==> src/hdl/core_timer_regs.svh <==
`ifndef CORE_TIMER_REGS_SVH
`define CORE_TIMER_REGS_SVH

// register indices; the byte address is four times the index
`define CTL_STAT_INDEX       8'h08
`define COUNT_INDEX          8'h09
`define SERVICE_INDEX        8'h0A
`define ADDR_LSB             2

// fields of core_timer_ctl_stat, then the count reset value and the service bit
`define OVF_FLAG_BIT         7
`define PER_FLAG_BIT         6
`define OVF_EN_BIT           5
`define PER_EN_BIT           4
`define TAP_HI_BIT           1
`define TAP_LO_BIT           0
`define TAP_RESET            2'h3
`define COUNT_RESET          8'h00
`define SERVICE_BIT          0

// divider chain
`define CHAIN_WIDTH          17
`define PRESCALE_BITS        2
`define COUNT_BITS           8
`define OVF_STAGE_BITS       10
`define TAP_BASE_BITS        14
`define GUARD_BITS           3

// stabilisation after power-on or stop exit, in bus cycles
`define STAB_CYCLES          2016

`endif
==> src/hdl/core_timer_pkg.sv <==
package core_timer_pkg;

   typedef enum logic [1:0] {
      PH_POWER_ON,
      PH_RUN,
      PH_STOP,
      PH_STABILISE
   } phase_t;

   typedef logic [1:0] tap_sel_t;

endpackage : core_timer_pkg

==> src/hdl/chain_if.sv <==
`timescale 1ns/1ns
`default_nettype none

interface chain_if;
   import core_timer_pkg::*;

   logic       clear;
   tap_sel_t   tap_sel;
   logic       guard_service;
   logic [7:0] count;
   logic       ovf_evt;
   logic       per_evt;
   logic       guard_evt;

   modport ctl (
      output clear,
      output tap_sel,
      output guard_service,
      input  count,
      input  ovf_evt,
      input  per_evt,
      input  guard_evt
   );

   modport chain (
      input  clear,
      input  tap_sel,
      input  guard_service,
      output count,
      output ovf_evt,
      output per_evt,
      output guard_evt
   );
endinterface : chain_if

`default_nettype wire

==> src/hdl/core_prescale_chain.sv <==
`timescale 1ns/1ns
`default_nettype none
`include "core_timer_regs.svh"

module core_prescale_chain
   import core_timer_pkg::*;
(
   input  wire logic clk,
   input  wire logic sys_rst,
   chain_if.chain    link
);

   logic [`CHAIN_WIDTH-1:0] chain_reg;
   logic [`GUARD_BITS-1:0]  guard_reg;
   logic                    per_hit;

   // true when the low n bits are all ones, so the next increment wraps them
   function automatic logic low_ones(input logic [`CHAIN_WIDTH-1:0] v, input int unsigned n);
      logic [`CHAIN_WIDTH-1:0] mask;
      mask = {`CHAIN_WIDTH{1'b1}} >> (`CHAIN_WIDTH - n);
      return &(v | ~mask);
   endfunction : low_ones

   // prescale by four then 8-bit counter then the periodic stages
   always_ff @(posedge clk or posedge sys_rst) begin
      if (sys_rst) begin
         chain_reg <= '0;
      end else if (link.clear) begin
         chain_reg <= '0;
      end else begin
         chain_reg <= chain_reg + `CHAIN_WIDTH'(1);
      end
   end

   assign link.count   = chain_reg[`PRESCALE_BITS +: `COUNT_BITS];
   assign link.ovf_evt = ~link.clear & low_ones(chain_reg, `OVF_STAGE_BITS);
   // tap 00..11 wraps 14..17 stages
   assign per_hit      = low_ones(chain_reg, `TAP_BASE_BITS + int'(link.tap_sel));
   assign link.per_evt = ~link.clear & per_hit;

   // final divide-by-eight stage; service clears only this stage
   always_ff @(posedge clk or posedge sys_rst) begin
      if (sys_rst) begin
         guard_reg <= '0;
      end else if (link.clear || link.guard_service) begin
         guard_reg <= '0;
      end else if (link.per_evt) begin
         guard_reg <= guard_reg + `GUARD_BITS'(1);
      end
   end

   assign link.guard_evt = link.per_evt & ~link.guard_service & (&guard_reg);

endmodule : core_prescale_chain

`default_nettype wire

==> src/hdl/core_prescale_rti_timer.sv <==
// Behaviour
// - overflow enable, overflow flag and clear CPU mask request an interrupt.
// - periodic enable, periodic flag and clear CPU mask request an interrupt.
// - two-bit tap select picks periodic source; reset value 11, slowest.
// - taps 00..11 divide bus clock by 2^14, 2^15, 2^16, 2^17.
// - counter register is read-only, shows 8-bit counter, resets to zero.
// - the 8-bit counter advances once every four bus clocks.
// - power-on clears chain, counts 2016 cycles, clears again, then runs.
// - external reset outside power-on clears the whole divider chain.
// - entering stop clears the counter chain.
// - stop exit waits 2016 cycles, then clears the timer and resumes.
// - in wait mode the timer keeps counting and setting flags.
// - an enabled timer interrupt during wait makes the processor leave it.
// - overflow flag sets on counter wrap; writing zero clears, one ignored.
// - periodic flag sets on selected tap; writing zero clears, one ignored.
// - overflow comes from the last counter stage, once per 1024 bus cycles.
// - writing zero to service bit 0 clears only the final divide-by-eight.
//
// Implementation choice: the APB slave port.
`timescale 1ns/1ns
`default_nettype none
`include "core_timer_regs.svh"

module core_prescale_rti_timer
   import core_timer_pkg::*;
#(
   parameter int unsigned STAB_CYCLES = `STAB_CYCLES
) (
   input  wire logic        clk,
   input  wire logic        sys_rst,
   input  wire logic        psel,
   input  wire logic        penable,
   input  wire logic        pwrite,
   input  wire logic [11:0] paddr,
   input  wire logic [31:0] pwdata,
   output logic      [31:0] prdata,
   output logic             pready,
   output logic             pslverr,
   input  wire logic        ext_reset_n,
   input  wire logic        cpu_irq_mask,
   input  wire logic        wait_mode,
   input  wire logic        stop_mode,
   input  wire logic        stop_wake,
   output logic             irq_req,
   output logic             wait_exit,
   output logic             stabilising,
   output logic             guard_timeout
);

   localparam int CNT_W = $clog2(STAB_CYCLES + 1);

   chain_if link ();

   core_prescale_chain u_chain (
      .clk     (clk),
      .sys_rst (sys_rst),
      .link    (link)
   );

   phase_t           phase_reg;
   logic [CNT_W-1:0] stab_cnt_reg;
   logic             clear_reg;
   logic [1:0]       ext_rst_sync_reg;
   logic             ext_rst_active;
   logic             ovf_flag_reg;
   logic             per_flag_reg;
   logic             ovf_en_reg;
   logic             per_en_reg;
   tap_sel_t         tap_reg;
   logic             access;
   logic             wr_commit;
   logic [7:0]       index;
   logic             flag_wr;
   logic             service_wr;
   logic             irq_cause;
   logic [31:0]      rd_word;

   // the pin is asynchronous; only the second stage is looked at
   always_ff @(posedge clk or posedge sys_rst) begin
      if (sys_rst) begin
         ext_rst_sync_reg <= 2'h0;
      end else begin
         ext_rst_sync_reg <= {ext_rst_sync_reg[0], ~ext_reset_n};
      end
   end

   assign ext_rst_active = ext_rst_sync_reg[1];

   // low-power and start-up sequencing
   always_ff @(posedge clk or posedge sys_rst) begin
      if (sys_rst) begin
         phase_reg    <= PH_POWER_ON;
         stab_cnt_reg <= '0;
      end else begin
         unique case (phase_reg)
            PH_POWER_ON: begin
               // chain keeps counting while the power-on delay runs
               if (stab_cnt_reg == CNT_W'(STAB_CYCLES - 1)) begin
                  phase_reg    <= PH_RUN;
                  stab_cnt_reg <= '0;
               end else begin
                  stab_cnt_reg <= stab_cnt_reg + CNT_W'(1);
               end
            end
            PH_RUN: begin
               // wait mode does not stop the chain
               if (stop_mode) begin
                  phase_reg <= PH_STOP;
               end
            end
            PH_STOP: begin
               // either wake source restarts the delay; the chain stays cleared meanwhile
               if (stop_wake || ext_rst_active) begin
                  phase_reg    <= PH_STABILISE;
                  stab_cnt_reg <= '0;
               end
            end
            PH_STABILISE: begin
               if (stab_cnt_reg == CNT_W'(STAB_CYCLES - 1)) begin
                  phase_reg    <= PH_RUN;
                  stab_cnt_reg <= '0;
               end else begin
                  stab_cnt_reg <= stab_cnt_reg + CNT_W'(1);
               end
            end
         endcase
      end
   end

   // registered clear: a one-cycle pulse at the end of the power-on delay, held in stop and through the stop-exit delay
   always_ff @(posedge clk or posedge sys_rst) begin
      if (sys_rst) begin
         clear_reg <= 1'b1;
      end else begin
         unique case (phase_reg)
            PH_POWER_ON: clear_reg <= (stab_cnt_reg == CNT_W'(STAB_CYCLES - 1));
            PH_RUN: clear_reg <= stop_mode | ext_rst_active;
            PH_STOP: clear_reg <= 1'b1;
            PH_STABILISE: clear_reg <= 1'b1;
         endcase
      end
   end

   always_ff @(posedge clk or posedge sys_rst) begin
      if (sys_rst) begin
         stabilising <= 1'b1;
      end else begin
         stabilising <= (phase_reg == PH_POWER_ON) || (phase_reg == PH_STABILISE);
      end
   end

   assign link.clear = clear_reg;
   assign link.tap_sel = tap_reg;

   // register index from a byte address; used by the decode and the map check
   function automatic logic [7:0] reg_index(input logic [11:0] a);
      return {2'h0, a[`ADDR_LSB +: 6]};
   endfunction : reg_index

   // apb: one wait state so read data and pready come from flip-flops
   assign access     = psel & penable;
   assign wr_commit  = access & pready & pwrite & ~pslverr;
   assign index      = reg_index(paddr);
   assign flag_wr    = wr_commit && (index == `CTL_STAT_INDEX);
   assign service_wr = wr_commit && (index == `SERVICE_INDEX) && !pwdata[`SERVICE_BIT];

   assign link.guard_service = service_wr;

   function automatic logic mapped(input logic [11:0] a);
      logic [7:0] i;
      i = reg_index(a);
      return (a[1:0] == 2'h0) && (a[11:8] == 4'h0) &&
             ((i == `CTL_STAT_INDEX) || (i == `COUNT_INDEX) || (i == `SERVICE_INDEX));
   endfunction : mapped

   // value of the addressed register; writes and unmapped reads give zero
   always_comb begin
      rd_word = 32'h0000_0000;
      if (!pwrite && mapped(paddr)) begin
         if (index == `CTL_STAT_INDEX) begin
            rd_word = {24'h00_0000, ovf_flag_reg, per_flag_reg, ovf_en_reg,
                       per_en_reg, 2'h0, tap_reg};
         end else if (index == `COUNT_INDEX) begin
            rd_word = {24'h00_0000, link.count};
         end
      end
   end

   // pready pulses in the second access cycle, so every transfer has one wait state
   always_ff @(posedge clk or posedge sys_rst) begin
      if (sys_rst) begin
         pready <= 1'b0;
      end else begin
         pready <= access & ~pready;
      end
   end

   // the error travels with pready and is low otherwise
   always_ff @(posedge clk or posedge sys_rst) begin
      if (sys_rst) begin
         pslverr <= 1'b0;
      end else if (access && !pready) begin
         pslverr <= !mapped(paddr) || (!pwrite && index == `SERVICE_INDEX);
      end else begin
         pslverr <= 1'b0;
      end
   end

   // read data is captured once per transfer and then held
   always_ff @(posedge clk or posedge sys_rst) begin
      if (sys_rst) begin
         prdata <= 32'h0000_0000;
      end else if (access && !pready) begin
         prdata <= rd_word;
      end
   end

   // interrupt enables
   always_ff @(posedge clk or posedge sys_rst) begin
      if (sys_rst) begin
         ovf_en_reg <= 1'b0;
         per_en_reg <= 1'b0;
      end else if (flag_wr) begin
         ovf_en_reg <= pwdata[`OVF_EN_BIT];
         per_en_reg <= pwdata[`PER_EN_BIT];
      end
   end

   // tap changes are not synchronised to the chain; software guards it
   always_ff @(posedge clk or posedge sys_rst) begin
      if (sys_rst) begin
         tap_reg <= `TAP_RESET;
      end else if (flag_wr) begin
         tap_reg <= pwdata[`TAP_HI_BIT:`TAP_LO_BIT];
      end
   end

   // sticky flags: a set in the same cycle as a clearing write wins
   always_ff @(posedge clk or posedge sys_rst) begin
      if (sys_rst) begin
         ovf_flag_reg <= 1'b0;
      end else if (link.ovf_evt) begin
         ovf_flag_reg <= 1'b1;
      end else if (flag_wr && !pwdata[`OVF_FLAG_BIT]) begin
         ovf_flag_reg <= 1'b0;
      end
   end

   always_ff @(posedge clk or posedge sys_rst) begin
      if (sys_rst) begin
         per_flag_reg <= 1'b0;
      end else if (link.per_evt) begin
         per_flag_reg <= 1'b1;
      end else if (flag_wr && !pwdata[`PER_FLAG_BIT]) begin
         per_flag_reg <= 1'b0;
      end
   end

   // level request, held until the flag or enable is cleared or the mask set
   assign irq_cause = ~cpu_irq_mask &
                      ((ovf_en_reg & ovf_flag_reg) |
                       (per_en_reg & per_flag_reg));

   always_ff @(posedge clk or posedge sys_rst) begin
      if (sys_rst) begin
         irq_req <= 1'b0;
      end else begin
         irq_req <= irq_cause;
      end
   end

   // a core in wait has no clock of its own, so the wake-up is a separate line
   always_ff @(posedge clk or posedge sys_rst) begin
      if (sys_rst) begin
         wait_exit <= 1'b0;
      end else begin
         wait_exit <= irq_cause & wait_mode;
      end
   end

   always_ff @(posedge clk or posedge sys_rst) begin
      if (sys_rst) begin
         guard_timeout <= 1'b0;
      end else begin
         guard_timeout <= link.guard_evt;
      end
   end

endmodule : core_prescale_rti_timer

`default_nettype wire

==> config.mk <==
export PLATFORM = sky130hd
export DESIGN_NAME = core_prescale_rti_timer
export DESIGN_NICKNAME = d
export VERILOG_FILES = /design/src/hdl/core_timer_pkg.sv /design/src/hdl/chain_if.sv /design/src/hdl/core_prescale_chain.sv /design/src/hdl/core_prescale_rti_timer.sv
export VERILOG_INCLUDE_DIRS = /design/src /design/src/hdl
export SDC_FILE = /design/constraint.sdc
export NUM_CORES = 1
export LEC_CHECK = 0
export BUFFER_PORTS_ARGS = -buffer_cell sky130_fd_sc_hd__buf_2
export CORE_MARGIN = 1.5
export CORE_UTILIZATION = 25
export DETAILED_ROUTE_END_ITERATION = 8
export GPL_TIMING_DRIVEN = 0
export SYNTH_ARGS = -nofsm -noshare
export SYNTH_HDL_FRONTEND = slang
export SYNTH_SLANG_ARGS = --single-unit
==> constraint.sdc <==
create_clock -name clk -period 2.1 [get_ports clk]
set_input_delay 0.42 -clock clk [delete_from_list [all_inputs] [get_ports clk]]
set_output_delay 0.42 -clock clk [all_outputs]
set_load 0.05 [all_outputs]
==> results of run 1 <==
[final timing paths]
check,to,from
max,u_chain.guard_reg[0],u_chain.chain_reg[1]
min,u_chain.chain_reg[0],sys_rst
max reg2reg,u_chain.guard_reg[0],u_chain.chain_reg[1]
min reg2reg,ext_rst_sync_reg[1],ext_rst_sync_reg[0]
max in group asynchronous,clear_reg,sys_rst
min in group clk,ext_rst_sync_reg[0],ext_reset_n
[worst max-delay path, stage by stage, from the launching register on]
cell     delay [ns]
dfrtp_1        0.41
ha_4           0.17
nand4_1        0.14
or4_4          0.56
buf_6          0.14
or4_4          0.51
a21oi_2        0.14
[final cells by class]
class,count,share of cell area
Multi-Input combinational cell,232,0.391
Inverter,12,0.0120
Sequential cell,56,0.374
Buffer,32,0.0594
Tap cell,143,0.0475
Timing Repair Buffer,50,0.0757
Clock buffer,5,0.0332
Clock inverter,3,0.00730
[per-stage QoR]
stage / hold slack (ns) / total power, mW / setup TNS [ns] / worst slack (ns) / area, µm²
finish: 0.206 / 2.54 / -0.0290 / -0.0290 / 3770
global placement: 0.338 / 1.65 / -25.84 / -0.473 / 3470
floorplan: 0.331 / 1.57 / 0 / 0.0179 / 3080
detailed placement: 0.336 / 1.67 / -1.78 / -0.235 / 3490
CTS: 0.238 / 2.55 / 0 / 0.00682 / 3690
global route: 0.247 / 2.66 / -0.0920 / -0.0920 / 3770
[layout by cell type, fill, tap and decap left out, types with 3 or more instances in the layout]
| cell type | count |
|---|---|
| buf_4 | 32 |
| nor4b_1 | 3 |
| o2bb2ai_1 | 3 |
| dfstp_2 | 4 |
| clkbuf_1 | 4 |
| nand4_1 | 8 |
| mux2_2 | 4 |
| xor2_1 | 6 |
| o31ai_1 | 6 |
| a22oi_1 | 7 |
| inv_2 | 3 |
| conb_1 | 24 |
| nor3_1 | 5 |
| xnor2_1 | 5 |
| nor2_1 | 22 |
| nand3_1 | 10 |
| o21ai_0 | 24 |
| nand2b_1 | 5 |
| ha_1 | 7 |
| or4_1 | 4 |
| inv_1 | 9 |
| buf_2 | 41 |
| nand2_1 | 28 |
| clkbuf_16 | 5 |
| a21oi_1 | 9 |
| a2bb2oi_1 | 3 |
| nor4_1 | 6 |
| nor2b_1 | 7 |
| dfrtp_1 | 51 |
[timing repair]
action / CTS / global route
resized for setup: 6 / 11
setup buffers: 3 / 5
pin swaps: 1 / 5
setup endpoints to repair: 8 / 9
[where the power goes]
| part | internal (mW) | switching, mW |
|---|---|---|
| Sequential | 1.15 | 0.0838 |
| Combinational | 0.160 | 0.266 |
| Clock | 0.454 | 0.420 |
[cells by family (layout without fill, tap and decap cells)]
| logic type | Yosys count | count (layout) |
|---|---|---|
| compound gates | 68 | 68 |
| flops | 56 | 56 |
| simple gates | 116 | 116 |
| mux | 4 | 4 |
| buf+inv | 45 | 102 |
| xor+xnor | 11 | 11 |
| fa+ha+maj | 9 | 9 |
| other cells | 1 | 24 |
[per-layer routing]
| metal | routed length (µm) | up-vias | global-route usage |
|---|---|---|---|
| li1 | - | 1214 | - |
| met1 | 3070 | 1140 | 0.132 |
| met2 | 3030 | 59 | 0.171 |
| met3 | 296 | 8 | 0.0259 |
| met4 | 71 | 0 | 0.0321 |
| met5 | 0 | - | 0 |
==> out/results.tsv, run 1 <==
metric	value	unit
numCtsBuffers	5	
overflow	0	
synth_area	3000	µm²
cts_buffer_depth	2	
drc	11	
synth-xor-area-share	0.0322	
syn_area_per_cell	9.67	µm²
yosysMostFrequentCell	dfrtp_1	
synth_fa_ha_area_frac	0.0376	
insertion_delay	0.30	ns
htree_levels	2	
grt_pass1_vias	2301	
netlist_top_cells_count	dfrtp_1 (52), nand2_1 (28), buf_4 (24), o21ai_0 (24), nor2_1 (22)	
place.gp.congestion	0.783	
drt-total-wl	6470	µm
yosys_warnings	0	
synth_compound_area_frac	0.147	
antenna_found_initial	0	
max-vdd-ir-drop	0.341	mV
tightest_slew	0.836	ns
vias_per_cell	4.54	
synthMuxAreaShare	0.0150	
post-dp-hpwl	4760	µm
layoutNonFillerInstCount	533	
arrival	2.36	ns
synth_seq_cells	56	
area_growth	25.8	%
ys_seq_area_frac	0.469	
rsz0062_at_grt	true	
fin_ws	-0.0290	ns
num_vias	2421	
period_share	1.01	
io_buffers	41	
wl_per_cell	12.1	µm
postCtsHoldBufs	0	
cp.required	2.33	ns
drtIter0Drc	125	
synth-edff-count	0	
path_class	register to register	
p_leak	1.68	nW
die-area	12700	µm²
n_fill_cell	1189	
rr_worst_depth	6	
path_max_fanout	6	
crit_path_end_kind	register	
p_per_area	673	nW/µm²
cts_tree	done	
fin_util	0.326	
drtAntennaViolNets	0	
ys_async_sr_fraction	1.00	
clock_sink_count	56	
start_util	0.259	
setup_viol	1	
multi_input_area	1480	µm²
diodes	0	
status	complete, but fails checks	
violations	design-rule violations, negative setup slack	
regArea	1410	µm²
worst_setup_path_start_kind	register	
grt_pass1_wl	10700	µm
first_pass_iters	9	
fin_nets	452	
synth_cells	310	
largest_register_ffs	17	
drive_gt1_frac	0.295	
clk_pin_slew_worst_paths	0.08	ns
fp.dieH	112	µm
grt_usage	0.103	
synthSimpleGateAreaFrac	0.210	
hold_path_class	input port to async pin	
synth.top_cell.area_share	0.434	
cts-root-buf	clkbuf_16	
fin_crit	2.13	ns
dp_cells	518	
grt_max_degree	31	
synth_ff_type	dfrtp_1	
synth_top_family_by_area	simple AND/OR/NAND/NOR gates	
max_freq	470	MHz
core-area	11600	µm²
clock-skew-final	0.00691	ns
slew_viol_final	0	
maxSlewHeadroom	0.435	
maxCapViolCount	0	
die_x	112	µm
synthTopCellsByArea	dfrtp_1 (43%), buf_4 (6.0%), o21ai_0 (4.0%)	
ys_types	50	
rows	39	
io_pins	92	
r2r_slack	-0.03	ns
yosysTopAreaCell	dfrtp_1	
hold_viol	0	
No activity file was read; power rests on OpenSTA's default activity.
==> run 2, diff against run 1 <==
--- a/config.mk
+++ b/config.mk
@@ -6,10 +6,10 @@
 export SDC_FILE = /design/constraint.sdc
 export NUM_CORES = 1
 export LEC_CHECK = 0
-export BUFFER_PORTS_ARGS = -buffer_cell sky130_fd_sc_hd__buf_2
 export CORE_MARGIN = 1.5
 export CORE_UTILIZATION = 25
 export DETAILED_ROUTE_END_ITERATION = 8
+export DONT_BUFFER_PORTS = 1
 export GPL_TIMING_DRIVEN = 0
 export SYNTH_ARGS = -nofsm -noshare
 export SYNTH_HDL_FRONTEND = slang
==> constraint.sdc (replaced) <==
create_clock -name clk -period 2.1 [get_ports clk]
set_input_delay 0.42 -clock clk [delete_from_list [all_inputs] [get_ports clk]]
set_output_delay 0.42 -clock clk [all_outputs]
set_load 0.01 [all_outputs]
==> run 2 against run 1 <==
Against the previous run:
- largest power group unchanged
- count of clock-buffer cells in the layout did not move
- design area fell by 7.3%
- largest cell class unchanged
- maximum frequency rose by 1.2%
- clock power grew 2%
- the run still ends with design-rule violations, negative setup slack left
- critical endpoint unchanged
==> out/results.tsv, run 2 (synthesis gave the netlist of run 1 again) <==
metric	value	unit	change
post-dp-hpwl	4620	µm	-3.0%
vias_per_cell	4.72		+4.0%
fp.dieH	112	µm	unchanged
hold_path_class	input port to async pin		
p_per_area	696	nW/µm²	+3.4%
numCtsBuffers	5		unchanged
regArea	1410	µm²	unchanged
wl_per_cell	12.6	µm	+3.7%
grt_pass1_wl	10100	µm	-5.2%
rsz0062_at_grt	true		
fin_setup_tns	-0.00378	ns	+0.0252 ns
fin_ws	-0.00378	ns	+0.0252 ns
mostFrequentLayoutCells	dfrtp_1 (51), buf_4 (29), nand2_1 (28), o21ai_0 (24), conb_1 (24)		
cts-root-buf	clkbuf_16		
maxCapViolCount	0		unchanged
p_leak	1.47	nW	-12%
fin_total_pwr	2.43	mW	-4.2%
overflow	0		unchanged
clock_sink_count	56		unchanged
num_vias	2301		-5.0%
drt-total-wl	6130	µm	-5.2%
postCtsHoldBufs	0		unchanged
largest_register_ffs	17		unchanged
grt_usage	0.0990		-0.00379
start_util	0.259		unchanged
first_pass_iters	8		-1
tightest_slew	0.774	ns	-0.0622 ns
drive_gt1_frac	0.186		-0.109
period_share	1.00		-0.0120
crit_path_end_kind	register		
path_class	register to register		
antenna_found_initial	0		unchanged
violations	design-rule violations, negative setup slack		
arrival	2.34	ns	-0.02 ns
cts_tree	done		
clk_pin_slew_worst_paths	0.08	ns	about the same
io_buffers	0		-100%
hold_viol	0		unchanged
slew_viol_final	0		unchanged
fin_nets	406		-10%
max_freq	475	MHz	+1.2%
multi_input_area	1440	µm²	-2.1%
drtIter0Drc	109		-13%
rows	39		unchanged
insertion_delay	0.31	ns	about the same
setup_viol	1		unchanged
maxSlewHeadroom	0.477		+0.0421
drc	11		unchanged
cts_buffer_depth	2		unchanged
cp.required	2.34	ns	about the same
grt_max_degree	33		+6.5%
die_x	112	µm	unchanged
max-vdd-ir-drop	0.291	mV	-15%
status	complete, but fails checks		
n_fill_cell	1197		+0.67%
core-area	11600	µm²	unchanged
drtAntennaViolNets	0		unchanged
die-area	12700	µm²	unchanged
final_common_cell	dfrtp_1		
path_max_fanout	7		+1
worst_setup_path_start_kind	register		
diodes	0		unchanged
rr_worst_depth	6		unchanged
fin_crit	2.10	ns	-0.0252 ns
htree_levels	2		unchanged
io_pins	92		unchanged
grt_pass1_vias	2146		-6.7%
clock-skew-final	0.00710	ns	+0.000194 ns
place.gp.congestion	0.793		+1.3%
area_growth	16.5	%	
[run 2: cell types whose count changed in the layout (fill, tap and decap cells not counted), sizes merged]
cell,previous run,this run
clkbuf,12,10
clkinvlp,1,0
inv,13,15
buf,75,31
clkinv,1,0
[run 2: stage by stage]
step	instances	hold slack (ns)	worst slack [ns]	cell area, µm²	util
5_1_grt	487	0.0764	-0.0716	3490	0.302
2_1_floorplan	333	0.331	0.0179	3080	-
4_1_cts	487	0.0467	0.0163	3480	0.301
6_report	487	0.0349	-0.00378	3490	0.302
3_3_place_gp	476	0.342	-0.333	3260	0.282
3_5_place_dp	477	0.344	-0.263	3280	0.284
[run 2: final timing paths]
path	start	slack, ns	to
max	u_chain.chain_reg[0]	-0.004	u_chain.guard_reg[0]
min	sys_rst	0.03	u_chain.chain_reg[2]
max reg2reg	u_chain.chain_reg[0]	-0.004	u_chain.guard_reg[0]
min reg2reg	ext_rst_sync_reg[0]	0.36	ext_rst_sync_reg[1]
max in group asynchronous	sys_rst	1.44	clear_reg
min in group clk	ext_reset_n	0.17	ext_rst_sync_reg[0]
[run 2: power by group]
part,internal (mW),total [mW],switching (mW)
clock,0.461,0.890,0.430
sequential,1.15,1.24,0.0886
combinational,0.135,0.299,0.164
total,1.75,2.43,0.682
[run 2: routing by layer]
layer	part of all wire	vias to the layer above	GRT usage
li1	-	1124	-
met1	0.46	1118	0.121
met2	0.48	55	0.169
met3	0.060	4	0.0378
met4	0.0059	0	0.0152
met5	0	-	0
[run 2: worst max-delay path: stages (launching register included)]
cell and delay, ns:
dfrtp_1 0.40, ha_4 0.17, nand4_1 0.14, or4_1 0.49
buf_4 0.17, or4_1 0.52, a21oi_2 0.15
[run 2: final cells by class]
cell class | instances | area share
tap | 143 | 0.0512
sequential | 56 | 0.403
buffer | 31 | 0.0609
timing repair buffer | 5 | 0.0143
multi-input combinational | 232 | 0.413
inverter | 12 | 0.0129
clock inverter | 3 | 0.00824
clock buffer | 5 | 0.0358
[run 2: repair_timing]
action	4_1_cts	5_1_grt
buffers inserted	3	1
gates resized for setup	7	5
setup endpoints to repair	9	8
pin swaps	0	1
==> run 3, diff against run 2 <==
--- a/config.mk
+++ b/config.mk
@@ -6,6 +6,7 @@
 export SDC_FILE = /design/constraint.sdc
 export NUM_CORES = 1
 export LEC_CHECK = 0
+export ABC_AREA = 1
 export CORE_MARGIN = 1.5
 export CORE_UTILIZATION = 25
 export DETAILED_ROUTE_END_ITERATION = 8
==> run 3 against run 2 <==
Against the previous run:
- the run now ends clean
- critical path depth grew 3
- count of clock-buffer cells in the layout is the same
- cell count grew 29%
- sequential power is essentially flat
- power shrank 0.20%
- via count grew 9.6%
- first-iteration DRC count shrank 41%
- global-route usage grew 0.18 points
- combinational power grew 8.0%
- synthesized area grew 7.3%
- wire length grew 3.7%
- register-to-register slack gained 0.39 ns
==> out/results.tsv, run 3 <==
metric	value	unit	change
status	complete, no violations		
path_class	register to register		
vias_per_cell	4.01		-15%
synthSimpleGateAreaFrac	0.337		+0.127
drtAntennaViolNets	0		unchanged
diodes	0		unchanged
grt_pass1_wl	10700	µm	+5.9%
drtIter0Drc	64		-41%
fp.dieH	116	µm	+3.5%
fin_setup_tns	0	ns	+0.00378 ns
yosysMostFrequentCell	nand2_1		
largest_register_ffs	17		unchanged
place.gp.congestion	0.805		+1.5%
antenna_found_initial	0		unchanged
crit_path_end_kind	register		
p_leak	1.93	nW	+31%
intPower	1.72	mW	-1.3%
ys_async_sr_fraction	1.00		unchanged
maxCapViolCount	0		unchanged
max_freq	585	MHz	+23%
arrival	1.91	ns	-0.43 ns
dr.max_layer_used	met4		
clock-skew-final	0.00796	ns	+0.000857 ns
syn_area_per_cell	7.57	µm²	-22%
crit_path_end	stab_cnt_reg[7]		
cts_resized	0		-7
drive_gt1_frac	0.162		-0.0241
die-area	13600	µm²	+7.1%
yosys_warnings	0		unchanged
mostFrequentLayoutCells	nand2_1 (127), nor2_1 (56), dfrtp_1 (52), inv_1 (48), buf_4 (25)		
overflow	0		unchanged
fin_area	3680	µm²	+5.5%
drc	0		-11
p_per_area	658	nW/µm²	-5.4%
place_area	3540	µm²	+7.7%
cts_buffer_depth	2		unchanged
r2r_slack	0.39	ns	+0.39 ns
wl_per_cell	10.1	µm	-20%
start_util	0.256		-0.00327
p_comb_frac	0.133		+0.010
worst_setup_path_start_kind	register		
p_sw_frac	0.289		+0.00813
routed-wl-met3	378	µm	+3.6%
grt_usage	0.101		+0.00178
clk_pin_slew_worst_paths	0.07	ns	about the same
post-dp-hpwl	4940	µm	+7.1%
insertion_delay	0.30	ns	about the same
synth_top_family_by_area	simple AND/OR/NAND/NOR gates		
netlist_top_cells_count	nand2_1 (127), nor2_1 (56), dfrtp_1 (52)		
p_seq_frac	0.516		+0.005
rsz0062_at_grt	false		
rows	41		+5.1%
period_share	0.814		-0.188
synth_seq_cells	56		unchanged
synth-xor-area-share	0.00272		-0.0294
die_x	116	µm	+3.5%
final_common_cell	nand2_1		
synth.top_cell.area_share	0.405		-0.0296
cts-root-buf	clkbuf_16		
r2r_end	stab_cnt_reg[7]		
synth_fa_ha_area_frac	0.0350		-0.00256
slew_viol_final	0		unchanged
fin_ws	0.391	ns	+0.395 ns
setup_viol	0		-1
postCtsHoldBufs	0		unchanged
synth_area	3220	µm²	+7.3%
io_pins	92		unchanged
cts_tree	done		
numCtsBuffers	5		unchanged
startpoint	phase_reg[0]		
area_growth	14.6	%	
synth_cells	425		+37%
synth_ff_type	dfrtp_1		
regArea	1410	µm²	about the same
wl_met1	2990	µm	+6.9%
maxSlewHeadroom	0.588		+0.111
first_pass_iters	4		-4
synthMuxAreaShare	0.00311		-0.0119
cp.required	2.30	ns	-0.04 ns
synth_compound_area_frac	0.0564		-0.0910
grt_pass1_vias	2486		+16%
rr_startpoint	phase_reg[0]		
tightest_slew	0.617	ns	-0.157 ns
ys_types	34		-32%
num_vias	2523		+9.6%
grt_max_degree	30		-9.1%
drt-total-wl	6360	µm	+3.7%
timing.hold.ws	0.0715	ns	+0.0366 ns
p_clk_frac	0.351		-0.015
htree_levels	2		unchanged
hold_path_class	input port to async pin		
synth-edff-count	0		unchanged
max-vdd-ir-drop	0.325	mV	+12%
hold_viol	0		unchanged
io_buffers	0		unchanged
path_max_fanout	10		+3
post_cts.repair.setup_buffers	0		-3
fin_nets	519		+28%
place_ws	0.388	ns	+0.651 ns
rr_worst_depth	9		+3
multi_input_area	1490	µm²	+3.0%
wl_met2	2920	µm	-0.31%
p_sw	0.700	mW	+2.7%
yosysTopAreaCell	dfrtp_1		
synthTopCellsByArea	dfrtp_1 (40%), nand2_1 (15%), nor2_1 (6.5%)		
fin_crit	1.71	ns	-0.395 ns
core-area	12600	µm²	+8.7%
n_fill_cell	1376		+15%
ys_seq_area_frac	0.437		-0.0320
clock_sink_count	56		unchanged
-- run 3: cell count changes after synthesis, sizes merged, moves of 6 or more --
cell and change:
nand2 +107, a22oi -7, nand3 +11, nor2b -7, nor2 +45, o31ai -6
clkbuf -7, or4 -6, inv +44, nor4 -6
-- run 3: cells by family after synthesis --
logic type	Yosys count
buffers and inverters	83
other	1
adder cells (fa/ha/maj)	9
XOR/XNOR	1
multiplexers	1
AO/OA/AOI/OAI	33
flip-flops	56
AND/OR/NAND/NOR	241
-- run 3: stage by stage --
stage	cells	power [mW]	utilization
6_report	629	2.42	0.293
5_1_grt	629	2.57	0.293
3_5_place_dp	621	1.59	0.281
3_3_place_gp	620	1.58	0.280
4_1_cts	629	2.46	0.293
2_1_floorplan	448	1.53	-
-- run 3: power groups by stage --
| stage | registers (mW) | clock network, mW | logic (mW) |
|---|---|---|---|
| 2_1_floorplan | 1.24 | 0 | 0.280 |
| 3_3_place_gp | 1.27 | 0 | 0.312 |
| 3_5_place_dp | 1.27 | 0 | 0.324 |
| 4_1_cts | 1.25 | 0.887 | 0.325 |
| 5_1_grt | 1.27 | 0.928 | 0.376 |
| 6_report | 1.25 | 0.850 | 0.323 |
-- run 3: worst max-delay path, cell delays in order (launching register included) --
cell and delay (ns):
dfrtp_1 0.42, inv_1 0.09, ha_1 0.35, inv_2 0.11
nor2_1 0.05, nor2_1 0.14, buf_4 0.19, nand4_1 0.11
nor2_1 0.11, nor2_1 0.04
-- run 3: area by class of cell --
class	instances	area share
Sequential cell	56	0.382
Clock inverter	3	0.00611
Timing Repair Buffer	1	0.00543
Buffer	27	0.0537
Tap cell	172	0.0584
Clock buffer	5	0.0340
Inverter	56	0.0570
Multi-Input combinational cell	309	0.404
-- run 3: how the worst min path moves through the flow --
stage / start / to / slack [ns] / depth (start not counted)
floorplan: ext_rst_sync_reg[0] / ext_rst_sync_reg[1] / 0.33 / 0
global placement: ext_rst_sync_reg[0] / ext_rst_sync_reg[1] / 0.34 / 0
CTS: sys_rst / u_chain.guard_reg[1] / 0.09 / 1
finish: sys_rst / u_chain.guard_reg[1] / 0.07 / 1
detailed placement: ext_rst_sync_reg[0] / ext_rst_sync_reg[1] / 0.35 / 0
global route: sys_rst / u_chain.guard_reg[0] / 0.12 / 1
-- run 3: routing by layer --
metal  up-vias  global-route usage
met2        64               0.169
met4         0              0.0423
met3         5              0.0244
li1       1330                   -
met1      1124               0.124
met5         -                   0
